**config.mk**
```make
export PLATFORM = sky130hd
export DESIGN_NAME = fors_sequencer
export DESIGN_NICKNAME = d
export VERILOG_FILES = /design/src/verilog/fors_pkg.sv /design/src/verilog/fors_sequencer.sv
export SDC_FILE = /design/constraint.sdc
export NUM_CORES = 1
export LEC_CHECK = 0
export BUFFER_PORTS_ARGS = -buffer_cell sky130_fd_sc_hd__buf_4
export CAP_MARGIN = 20
export CORE_ASPECT_RATIO = 0.7
export CORE_MARGIN = 1.5
export CORE_UTILIZATION = 45
export CTS_CLUSTER_DIAMETER = 40
export DETAILED_ROUTE_END_ITERATION = 8
export GPL_ROUTABILITY_DRIVEN = 0
export GPL_TIMING_DRIVEN = 0
export PLACE_DENSITY = 0.67
export SLEW_MARGIN = 40
export SYNTH_ARGS = -nofsm -noshare
export SYNTH_HDL_FRONTEND = slang
export SYNTH_SLANG_ARGS = --single-unit
```
**constraint.sdc**
```tcl
create_clock -name clock -period 3 [get_ports clock]
set_input_delay 0.6 -clock clock [delete_from_list [all_inputs] [get_ports clock]]
set_output_delay 0.6 -clock clock [all_outputs]
set_load 0.005 [all_outputs]
```
**src/verilog/fors_pkg.sv**
```systemverilog
// constants, state codes and register layout of the flash operation and reset sequencer
// assumes a 20 MHz core clock and a 16-bit register port owned by the host
package fors_pkg;

    // clock
    localparam int CLK_PERIOD_NS = 50;

    // operation times in ns, typical figures, all inside the guaranteed maxima
    localparam int T_LOAD_SECT_NS  = 23000;
    localparam int T_LOAD_PAGE_NS  = 30000;
    localparam int T_PROG_SECT_NS  = 205000;
    localparam int T_PROG_PAGE_NS  = 220000;
    localparam int T_OTP_NS        = 500;
    localparam int T_LOCK_NS       = 500;
    localparam int T_SUSPEND_NS    = 400000;
    localparam int T_ERASE1_NS     = 1500000;
    localparam int T_ERASEN_NS     = 4000000;
    localparam int T_VERIFY_NS     = 70000;
    localparam int T_INT_LOW_NS    = 1000;
    localparam int T_POR_WAIT_NS   = 400000;
    localparam int T_BOOT_COPY_NS  = 70000;
    localparam int T_READY1_NS     = 5000;
    localparam int T_READY2_NS     = 10000;

    // cycle counts derived from the times
    localparam int CYC_LOAD_SECT = T_LOAD_SECT_NS / CLK_PERIOD_NS;
    localparam int CYC_LOAD_PAGE = T_LOAD_PAGE_NS / CLK_PERIOD_NS;
    localparam int CYC_PROG_SECT = T_PROG_SECT_NS / CLK_PERIOD_NS;
    localparam int CYC_PROG_PAGE = T_PROG_PAGE_NS / CLK_PERIOD_NS;
    localparam int CYC_OTP       = T_OTP_NS / CLK_PERIOD_NS;
    localparam int CYC_LOCK      = T_LOCK_NS / CLK_PERIOD_NS;
    localparam int CYC_SUSPEND   = T_SUSPEND_NS / CLK_PERIOD_NS;
    localparam int CYC_ERASE1    = T_ERASE1_NS / CLK_PERIOD_NS;
    localparam int CYC_ERASEN    = T_ERASEN_NS / CLK_PERIOD_NS;
    localparam int CYC_VERIFY    = T_VERIFY_NS / CLK_PERIOD_NS;
    localparam int CYC_INT_LOW   = T_INT_LOW_NS / CLK_PERIOD_NS;
    localparam int CYC_POR_WAIT  = T_POR_WAIT_NS / CLK_PERIOD_NS;
    localparam int CYC_BOOT_COPY = T_BOOT_COPY_NS / CLK_PERIOD_NS;
    localparam int CYC_READY1    = T_READY1_NS / CLK_PERIOD_NS;
    localparam int CYC_READY2    = T_READY2_NS / CLK_PERIOD_NS;
    localparam int TIMER_W       = 18;

    // register addresses
    localparam logic [15:0] ADDR_CMD    = 16'hF220;
    localparam logic [15:0] ADDR_CFG    = 16'hF221;
    localparam logic [15:0] ADDR_STATUS = 16'hF240;
    localparam logic [15:0] ADDR_INT    = 16'hF241;

    // boot partition windows
    localparam logic [15:0] BOOTP_LO_BASE = 16'h0000;
    localparam logic [15:0] BOOTP_LO_TOP  = 16'h01FF;
    localparam logic [15:0] BOOTP_HI_BASE = 16'h8000;
    localparam logic [15:0] BOOTP_HI_TOP  = 16'h800F;

    // command codes
    localparam logic [15:0] CMD_LOAD_SECT = 16'h0010;
    localparam logic [15:0] CMD_LOAD_PAGE = 16'h0011;
    localparam logic [15:0] CMD_PROG_SECT = 16'h0020;
    localparam logic [15:0] CMD_PROG_PAGE = 16'h0021;
    localparam logic [15:0] CMD_ERASE1    = 16'h0030;
    localparam logic [15:0] CMD_ERASEN    = 16'h0031;
    localparam logic [15:0] CMD_VERIFY    = 16'h0032;
    localparam logic [15:0] CMD_SUSPEND   = 16'h0033;
    localparam logic [15:0] CMD_RESUME    = 16'h0034;
    localparam logic [15:0] CMD_LOCK      = 16'h0040;
    localparam logic [15:0] CMD_OTP       = 16'h0050;
    localparam logic [15:0] CMD_BURST     = 16'h0060;
    localparam logic [15:0] CMD_RST_BP    = 16'h00F0;
    localparam logic [15:0] CMD_RST_HOT   = 16'h00F3;

    // configuration fields and reset value
    localparam int          CFG_AUTO_BIT = 0;
    localparam int          CFG_POL_BIT  = 1;
    localparam int          CFG_OE_BIT   = 2;
    localparam logic [2:0]  CFG_RESET    = 3'h6;

    // status fields
    localparam int STAT_INT_BIT   = 0;
    localparam int STAT_BUSY_BIT  = 1;
    localparam int STAT_BOOT_BIT  = 2;
    localparam int STAT_READY_BIT = 3;
    localparam int STAT_SUSP_BIT  = 4;

    typedef enum logic [7:0] {
        ST_POR_WAIT  = 8'h01,
        ST_BOOT_COPY = 8'h02,
        ST_RESET     = 8'h04,
        ST_IDLE      = 8'h08,
        ST_OP        = 8'h10,
        ST_ERASE     = 8'h20,
        ST_SUSP_GO   = 8'h40,
        ST_SUSPENDED = 8'h80
    } fors_state_t;

endpackage

```
**src/verilog/fors_sequencer.sv**
```systemverilog
// flash operation and reset sequencer: operation timers, completion flag, boot copy, resets
// assumes host-side strobes synchronous to clock and a host that paces its own page programs
`timescale 1ns/1ps
`default_nettype none

module fors_sequencer #(
    parameter int PROG_SECT_CYC = fors_pkg::CYC_PROG_SECT,
    parameter int PROG_PAGE_CYC = fors_pkg::CYC_PROG_PAGE,
    parameter int SUSPEND_CYC   = fors_pkg::CYC_SUSPEND,
    parameter int ERASE1_CYC    = fors_pkg::CYC_ERASE1,
    parameter int ERASEN_CYC    = fors_pkg::CYC_ERASEN,
    parameter int POR_WAIT_CYC  = fors_pkg::CYC_POR_WAIT
) (
    // clock and reset
    input  wire logic        clock,
    input  wire logic        reset_n,
    // reset pin from the host
    input  wire logic        hw_reset_in_n,
    // register port
    input  wire logic [15:0] reg_addr,
    input  wire logic [15:0] reg_wdata,
    input  wire logic        reg_wr,
    input  wire logic        reg_rd,
    output logic      [15:0] reg_rdata,
    // completion pin
    output logic             int_pin,
    output logic             int_pin_oe,
    // readiness
    output logic             boot_access_ok,
    output logic             cmd_ready
);

    ////////////////////////////////////////////////////////////////////////////
    localparam int TW = fors_pkg::TIMER_W;

    typedef struct packed {
        fors_pkg::fors_state_t st;
        logic [TW-1:0]         timer;
        logic                  int_flag;
        logic [2:0]            cfg;
        logic                  multi;
        logic                  boot_ok;
        logic                  cmd_ok;
        logic [15:0]           rdata;
        logic                  int_pin;
        logic                  int_oe;
    } fors_regs_t;

    fors_regs_t r_reg;
    fors_regs_t r_next;

    logic            cmd_wr;
    logic            hot_rst;
    logic            in_bootp;
    logic            op_start;
    logic [TW-1:0]   op_cycles;
    logic            op_valid;
    logic            op_erase;

    ////////////////////////////////////////////////////////////////////////////
    // command decode
    always_comb begin
        in_bootp = ((reg_addr >= fors_pkg::BOOTP_LO_BASE) && (reg_addr <= fors_pkg::BOOTP_LO_TOP))
                || ((reg_addr >= fors_pkg::BOOTP_HI_BASE) && (reg_addr <= fors_pkg::BOOTP_HI_TOP));
        cmd_wr  = reg_wr && (reg_addr == fors_pkg::ADDR_CMD);
        hot_rst = (cmd_wr && (reg_wdata == fors_pkg::CMD_RST_HOT))
               || (reg_wr && in_bootp && (reg_wdata == fors_pkg::CMD_RST_BP));
        op_valid  = 1'b1;
        op_erase  = 1'b0;
        op_cycles = '0;
        unique case (reg_wdata)
            fors_pkg::CMD_LOAD_SECT: op_cycles = TW'(fors_pkg::CYC_LOAD_SECT);
            fors_pkg::CMD_LOAD_PAGE: op_cycles = TW'(fors_pkg::CYC_LOAD_PAGE);
            fors_pkg::CMD_PROG_SECT: op_cycles = TW'(PROG_SECT_CYC);
            fors_pkg::CMD_PROG_PAGE: op_cycles = TW'(PROG_PAGE_CYC);
            fors_pkg::CMD_OTP:       op_cycles = TW'(fors_pkg::CYC_OTP);
            fors_pkg::CMD_LOCK:      op_cycles = TW'(fors_pkg::CYC_LOCK);
            fors_pkg::CMD_VERIFY:    op_cycles = TW'(fors_pkg::CYC_VERIFY);
            fors_pkg::CMD_BURST:     op_cycles = TW'(fors_pkg::CYC_INT_LOW);
            fors_pkg::CMD_ERASE1: begin
                op_cycles = TW'(ERASE1_CYC);
                op_erase  = 1'b1;
            end
            fors_pkg::CMD_ERASEN: begin
                op_cycles = TW'(ERASEN_CYC);
                op_erase  = 1'b1;
            end
            default: op_valid = 1'b0;
        endcase
        // operation commands only start once the reset sequence has signalled ready
        op_start = cmd_wr && op_valid && r_reg.cmd_ok && (r_reg.st == fors_pkg::ST_IDLE);
    end

    ////////////////////////////////////////////////////////////////////////////
    // next state
    always_comb begin
        r_next = r_reg;
        if (r_reg.timer != '0) begin
            r_next.timer = r_reg.timer - TW'(1);
        end
        if (reg_wr && (reg_addr == fors_pkg::ADDR_CFG)) begin
            r_next.cfg = reg_wdata[2:0];
        end
        // host clear first; any hardware set below overrides it
        if (reg_wr && (reg_addr == fors_pkg::ADDR_INT) && !reg_wdata[0]) begin
            r_next.int_flag = 1'b0;
        end
        unique case (r_reg.st)
            fors_pkg::ST_POR_WAIT: begin
                if (r_reg.timer == '0) begin
                    r_next.st    = fors_pkg::ST_BOOT_COPY;
                    r_next.timer = TW'(fors_pkg::CYC_BOOT_COPY);
                end
            end
            fors_pkg::ST_BOOT_COPY: begin
                if (r_reg.timer == '0) begin
                    r_next.boot_ok = 1'b1;
                    // a pin still held low keeps the flag down until it rises
                    if (hw_reset_in_n) begin
                        r_next.st       = fors_pkg::ST_IDLE;
                        r_next.int_flag = 1'b1;
                        r_next.cmd_ok   = 1'b1;
                    end
                end
            end
            fors_pkg::ST_RESET: begin
                r_next.int_flag = 1'b0;
                if (!hw_reset_in_n) begin
                    r_next.timer = TW'(fors_pkg::CYC_READY2);
                end else if (r_reg.timer <= TW'(fors_pkg::CYC_READY2 - fors_pkg::CYC_READY1)) begin
                    r_next.boot_ok = 1'b1;
                end
                if (hw_reset_in_n && (r_reg.timer == '0)) begin
                    r_next.st       = fors_pkg::ST_IDLE;
                    r_next.int_flag = 1'b1;
                    r_next.cmd_ok   = 1'b1;
                end
            end
            fors_pkg::ST_IDLE: begin
                if (op_start) begin
                    r_next.st       = op_erase ? fors_pkg::ST_ERASE : fors_pkg::ST_OP;
                    r_next.timer    = op_cycles;
                    r_next.multi    = (reg_wdata == fors_pkg::CMD_ERASEN);
                    r_next.int_flag = 1'b0;
                end
            end
            fors_pkg::ST_OP: begin
                r_next.int_flag = 1'b0;
                if (r_reg.timer == '0) begin
                    r_next.st       = fors_pkg::ST_IDLE;
                    r_next.int_flag = 1'b1;
                end
            end
            fors_pkg::ST_ERASE: begin
                r_next.int_flag = 1'b0;
                if (cmd_wr && (reg_wdata == fors_pkg::CMD_SUSPEND)) begin
                    r_next.st    = fors_pkg::ST_SUSP_GO;
                    r_next.timer = TW'(SUSPEND_CYC);
                end else if (r_reg.timer == '0) begin
                    r_next.st       = fors_pkg::ST_IDLE;
                    r_next.int_flag = 1'b1;
                end
            end
            fors_pkg::ST_SUSP_GO: begin
                r_next.int_flag = 1'b0;
                if (r_reg.timer == '0) begin
                    r_next.st       = fors_pkg::ST_SUSPENDED;
                    r_next.int_flag = 1'b1;
                end
            end
            fors_pkg::ST_SUSPENDED: begin
                // the erase restarts its full time; simpler than tracking progress, still in budget
                if (cmd_wr && (reg_wdata == fors_pkg::CMD_RESUME)) begin
                    r_next.st       = fors_pkg::ST_ERASE;
                    r_next.timer    = r_reg.multi ? TW'(ERASEN_CYC) : TW'(ERASE1_CYC);
                    r_next.int_flag = 1'b0;
                end
            end
            default: begin
                r_next.st = fors_pkg::ST_IDLE;
            end
        endcase
        // warm or hot reset: registers to defaults, buffer contents untouched
        if ((hot_rst || !hw_reset_in_n) && (r_reg.st != fors_pkg::ST_POR_WAIT)
                && (r_reg.st != fors_pkg::ST_BOOT_COPY)) begin
            r_next.st       = fors_pkg::ST_RESET;
            r_next.timer    = TW'(fors_pkg::CYC_READY2);
            r_next.cfg      = fors_pkg::CFG_RESET;
            r_next.int_flag = 1'b0;
            r_next.boot_ok  = 1'b0;
            r_next.cmd_ok   = 1'b0;
            r_next.multi    = 1'b0;
        end
        // read data, one cycle after the strobe
        r_next.rdata = '0;
        if (reg_rd) begin
            unique case (reg_addr)
                fors_pkg::ADDR_CFG: r_next.rdata = {13'h0000, r_reg.cfg};
                fors_pkg::ADDR_INT: r_next.rdata = {15'h0000, r_reg.int_flag};
                fors_pkg::ADDR_STATUS: begin
                    r_next.rdata[fors_pkg::STAT_INT_BIT]   = r_reg.int_flag;
                    r_next.rdata[fors_pkg::STAT_BUSY_BIT]  = (r_reg.st != fors_pkg::ST_IDLE)
                                                          && (r_reg.st != fors_pkg::ST_SUSPENDED);
                    r_next.rdata[fors_pkg::STAT_BOOT_BIT]  = r_reg.boot_ok;
                    r_next.rdata[fors_pkg::STAT_READY_BIT] = r_reg.cmd_ok;
                    r_next.rdata[fors_pkg::STAT_SUSP_BIT]  = (r_reg.st == fors_pkg::ST_SUSPENDED);
                end
                default: r_next.rdata = '0;
            endcase
        end
        r_next.int_pin = r_next.int_flag ~^ r_next.cfg[fors_pkg::CFG_POL_BIT];
        r_next.int_oe  = r_next.cfg[fors_pkg::CFG_OE_BIT];
    end

    ////////////////////////////////////////////////////////////////////////////
    always_ff @(posedge clock or negedge reset_n) begin
        if (!reset_n) begin
            r_reg          <= '0;
            r_reg.st       <= fors_pkg::ST_POR_WAIT;
            r_reg.timer    <= TW'(POR_WAIT_CYC);
            r_reg.cfg      <= fors_pkg::CFG_RESET;
            r_reg.int_pin  <= 1'b0;
            r_reg.int_oe   <= 1'b1;
        end else begin
            r_reg <= r_next;
        end
    end

    assign reg_rdata      = r_reg.rdata;
    assign int_pin        = r_reg.int_pin;
    assign int_pin_oe     = r_reg.int_oe;
    assign boot_access_ok = r_reg.boot_ok;
    assign cmd_ready      = r_reg.cmd_ok;

    ////////////////////////////////////////////////////////////////////////////
    // checks
    localparam int A_LD1  = fors_pkg::CYC_LOAD_SECT + 2;
    localparam int A_LD2  = fors_pkg::CYC_LOAD_PAGE + 2;
    localparam int A_OTP  = fors_pkg::CYC_OTP + 2;
    localparam int A_LOCK = fors_pkg::CYC_LOCK + 2;
    localparam int A_VER  = fors_pkg::CYC_VERIFY + 2;
    localparam int A_INTL = fors_pkg::CYC_INT_LOW + 2;
    localparam int A_RDY1 = fors_pkg::CYC_READY1 + 2;
endmodule

`default_nettype wire

```
==> run summary <==
status - complete, but fails checks
failing checks - DRC
Placed Cells - 529
total track usage - 25.8%
area leader, netlist - dfrtp_1
post-DR wirelength/cell - 18.1 um
first-pass GRT wire length - 15.1 mm
Residual DRC - 1
fin worst setup slack - 0.0799 ns
DP HPWL - 7.47 mm
clock buffer depth - 2
Post-Syn Instances - 383
hold-fix buffers at CTS - 0
setup violators final - 0
port bufs - 42
row count - 25
synth warn - 0
Worst-path clk slew - 0.10 ns
Worst Max-Slew Pin Slew - 0.834 ns
Worst Path Required - 3.17 ns
Num CTS Buffers - 5
vias after detailed routing - 3310
TritonCTS clock tree - done
reg2reg end - r_reg[48]$_DFFE_PN0P_
non-filler instance count after layout - 538
most common cell after layout, fill and taps aside - buf_4
vias in the first global route - 2870
worst hold path type - primary input to asynchronous set/reset pin
max-cap violations - 0
most frequent cells in the layout - 61 x buf_4, 42 x nor2_1, 30 x nand2_1, 30 x dfrtp_1, 17 x nor3_1
layout cell share with drive strength beyond 1 - 25.5%
area post-placement - 3660 um2
Synth async-reset ratio - 100%
Setup Crit Path Kind - primary input to register
CTS root buf - clkbuf_8
power per cell area - 451 nW/um2
Final Critical Period - 2.92 ns
Area growth, synth to finish - 20.2%
later-pin clock latency in the skew report - 0.31 ns
achievable frequency - 342 MHz
CP max FO - 10
Final ANT Viol Nets - 0
max reg flops - 31
number of flops mapped to enable cells by yosys - 0
Hold Fails Final Rpt - 0
chip height - 73.4 um
Area contributors post-synth - dfrtp_1 24%, dfstp_2 7.4%, nor2_1 5.0%
register area share after synthesis - 31.0%
antenna violations before repair - 0
WL final - 9.75 mm
DR iter-0 viols - 415
number of synthesized register bits - 39
GR Overflow Total - 0
drt pass-1 iters - 7
Synth Cell Area - 3180 um2
worst r2r src - r_reg[25]$_DFF_PN0_
worst vdd ir - 0.347 mV
crit path launch type - primary input
FF-to-FF setup slack - 0.15 ns
width of the die - 104 um
CP arrival - 3.09 ns
htree depth - 2
prevailing post-synth register cell - dfrtp_1
Clock Skews - 0.0136 ns
R2R depth - 9
Pleak - 1.61 nW
period utilization - 97.3%
starting utilization of the core area - 46.9%
Sinks on Clock Net - 39
post-route cell area - 3820 um2
# diodes - 0
Synth top area share - 23.6%
fin. max-slew vios - 0
worst slack, placed - -0.296 ns
core area - 6790 um2
die area - 7590 um2
vias per cell - 6.15
Nets - 482
largest net degree at the start of global routing - 40
Crit. End Element - register
Mean Syn Cell Area - 8.31 um2
slew margin rel. - 44.0%
Yosys cell types - 71
io pins - 57
## stage by stage
stage | setup TNS, ns | util (%) | hold WS, ns | total power [mW]
3_3_place_gp | -5.97 | 53.8 | 0.546 | 1.30
4_1_cts | 0 | 55.5 | 0.279 | 1.70
5_1_grt | -0.00758 | 56.3 | 0.295 | 1.82
3_5_place_dp | -5.02 | 54.0 | 0.550 | 1.31
2_1_floorplan | 0 | - | 0.304 | 1.12
6_report | 0 | 56.3 | 0.257 | 1.72
## Yosys cell counts (all sizes together), types with 5 or more instances
library cell  count
xor2              6
buf              26
nor4             14
a211oi            6
or2               6
and3              9
or3               6
nand2b            6
a21oi            13
dfstp             9
or4               9
dfrtp            30
a21o              5
nand3             9
xnor2             6
o311ai            5
nand4             5
nand2            31
nor3             19
nor4b             5
inv               9
o21ai            21
mux2i             7
nor2             44
o31ai             6
nand4b            6
clkbuf            9
o22ai             5
## how the worst max path moves through the flow
stage	start	end	slack [ns]
2_1_floorplan	reg_addr[11]	r_reg[29]$_DFF_PN0_	0.21
3_3_place_gp	reg_wdata[2]	r_reg[27]$_DFF_PN0_	-0.33
3_5_place_dp	reg_wdata[2]	r_reg[27]$_DFF_PN0_	-0.30
4_1_cts	r_reg[25]$_DFF_PN0_	r_reg[48]$_DFFE_PN0P_	0.05
5_1_grt	reg_addr[11]	r_reg[27]$_DFF_PN0_	-0.008
6_report	reg_addr[11]	r_reg[39]$_DFF_PN0_	0.08
## report_power, final
part / internal [mW] / switching (mW)
clock network: 0.167 / 0.226
logic: 0.297 / 0.402
registers: 0.576 / 0.0559
## cell families after synthesis
group,share of synthesized area [%]
fa+ha+maj,0.786
buf+inv,8.22
mux,2.20
other cells,0.118
compound gates,20.7
xor+xnor,3.30
simple gates,33.7
flops,31.0
## critical path, stage by stage
cell and delay [ns]:
buf_4 0.11, or4_4 0.54, nor4_4 0.35, nand4b_1 0.14
a21o_1 0.26, a211oi_1 0.40, buf_2 0.31, buf_2 0.30
a21oi_1 0.08
## final cells by class
cell class,instances,area (um2)
plain buffers,33,223
clock buffers,5,68.8
clock inverters,3,23.8
fillers,653,2960
inverters,9,33.8
multi-input cells,310,2030
flip-flops and latches,39,987
well taps,94,118
repair buffers,45,338
## routing by layer
metal	vias up	wire, um	track usage (%)	share of wire (%)
met5	-	0	0	0
met4	0	138	5.40	1.4
met3	12	1120	7.45	12
met2	210	3950	37.4	40
met1	1554	4550	38.0	47
li1	1534	-	-	-
## timing repair
item / CTS / global route
resized for setup: 2 / 6
setup endpoints to repair: 4 / 17
setup buffers: 0 / 3
pin swaps: 0 / 2
Power figures use the tool's default switching activity.
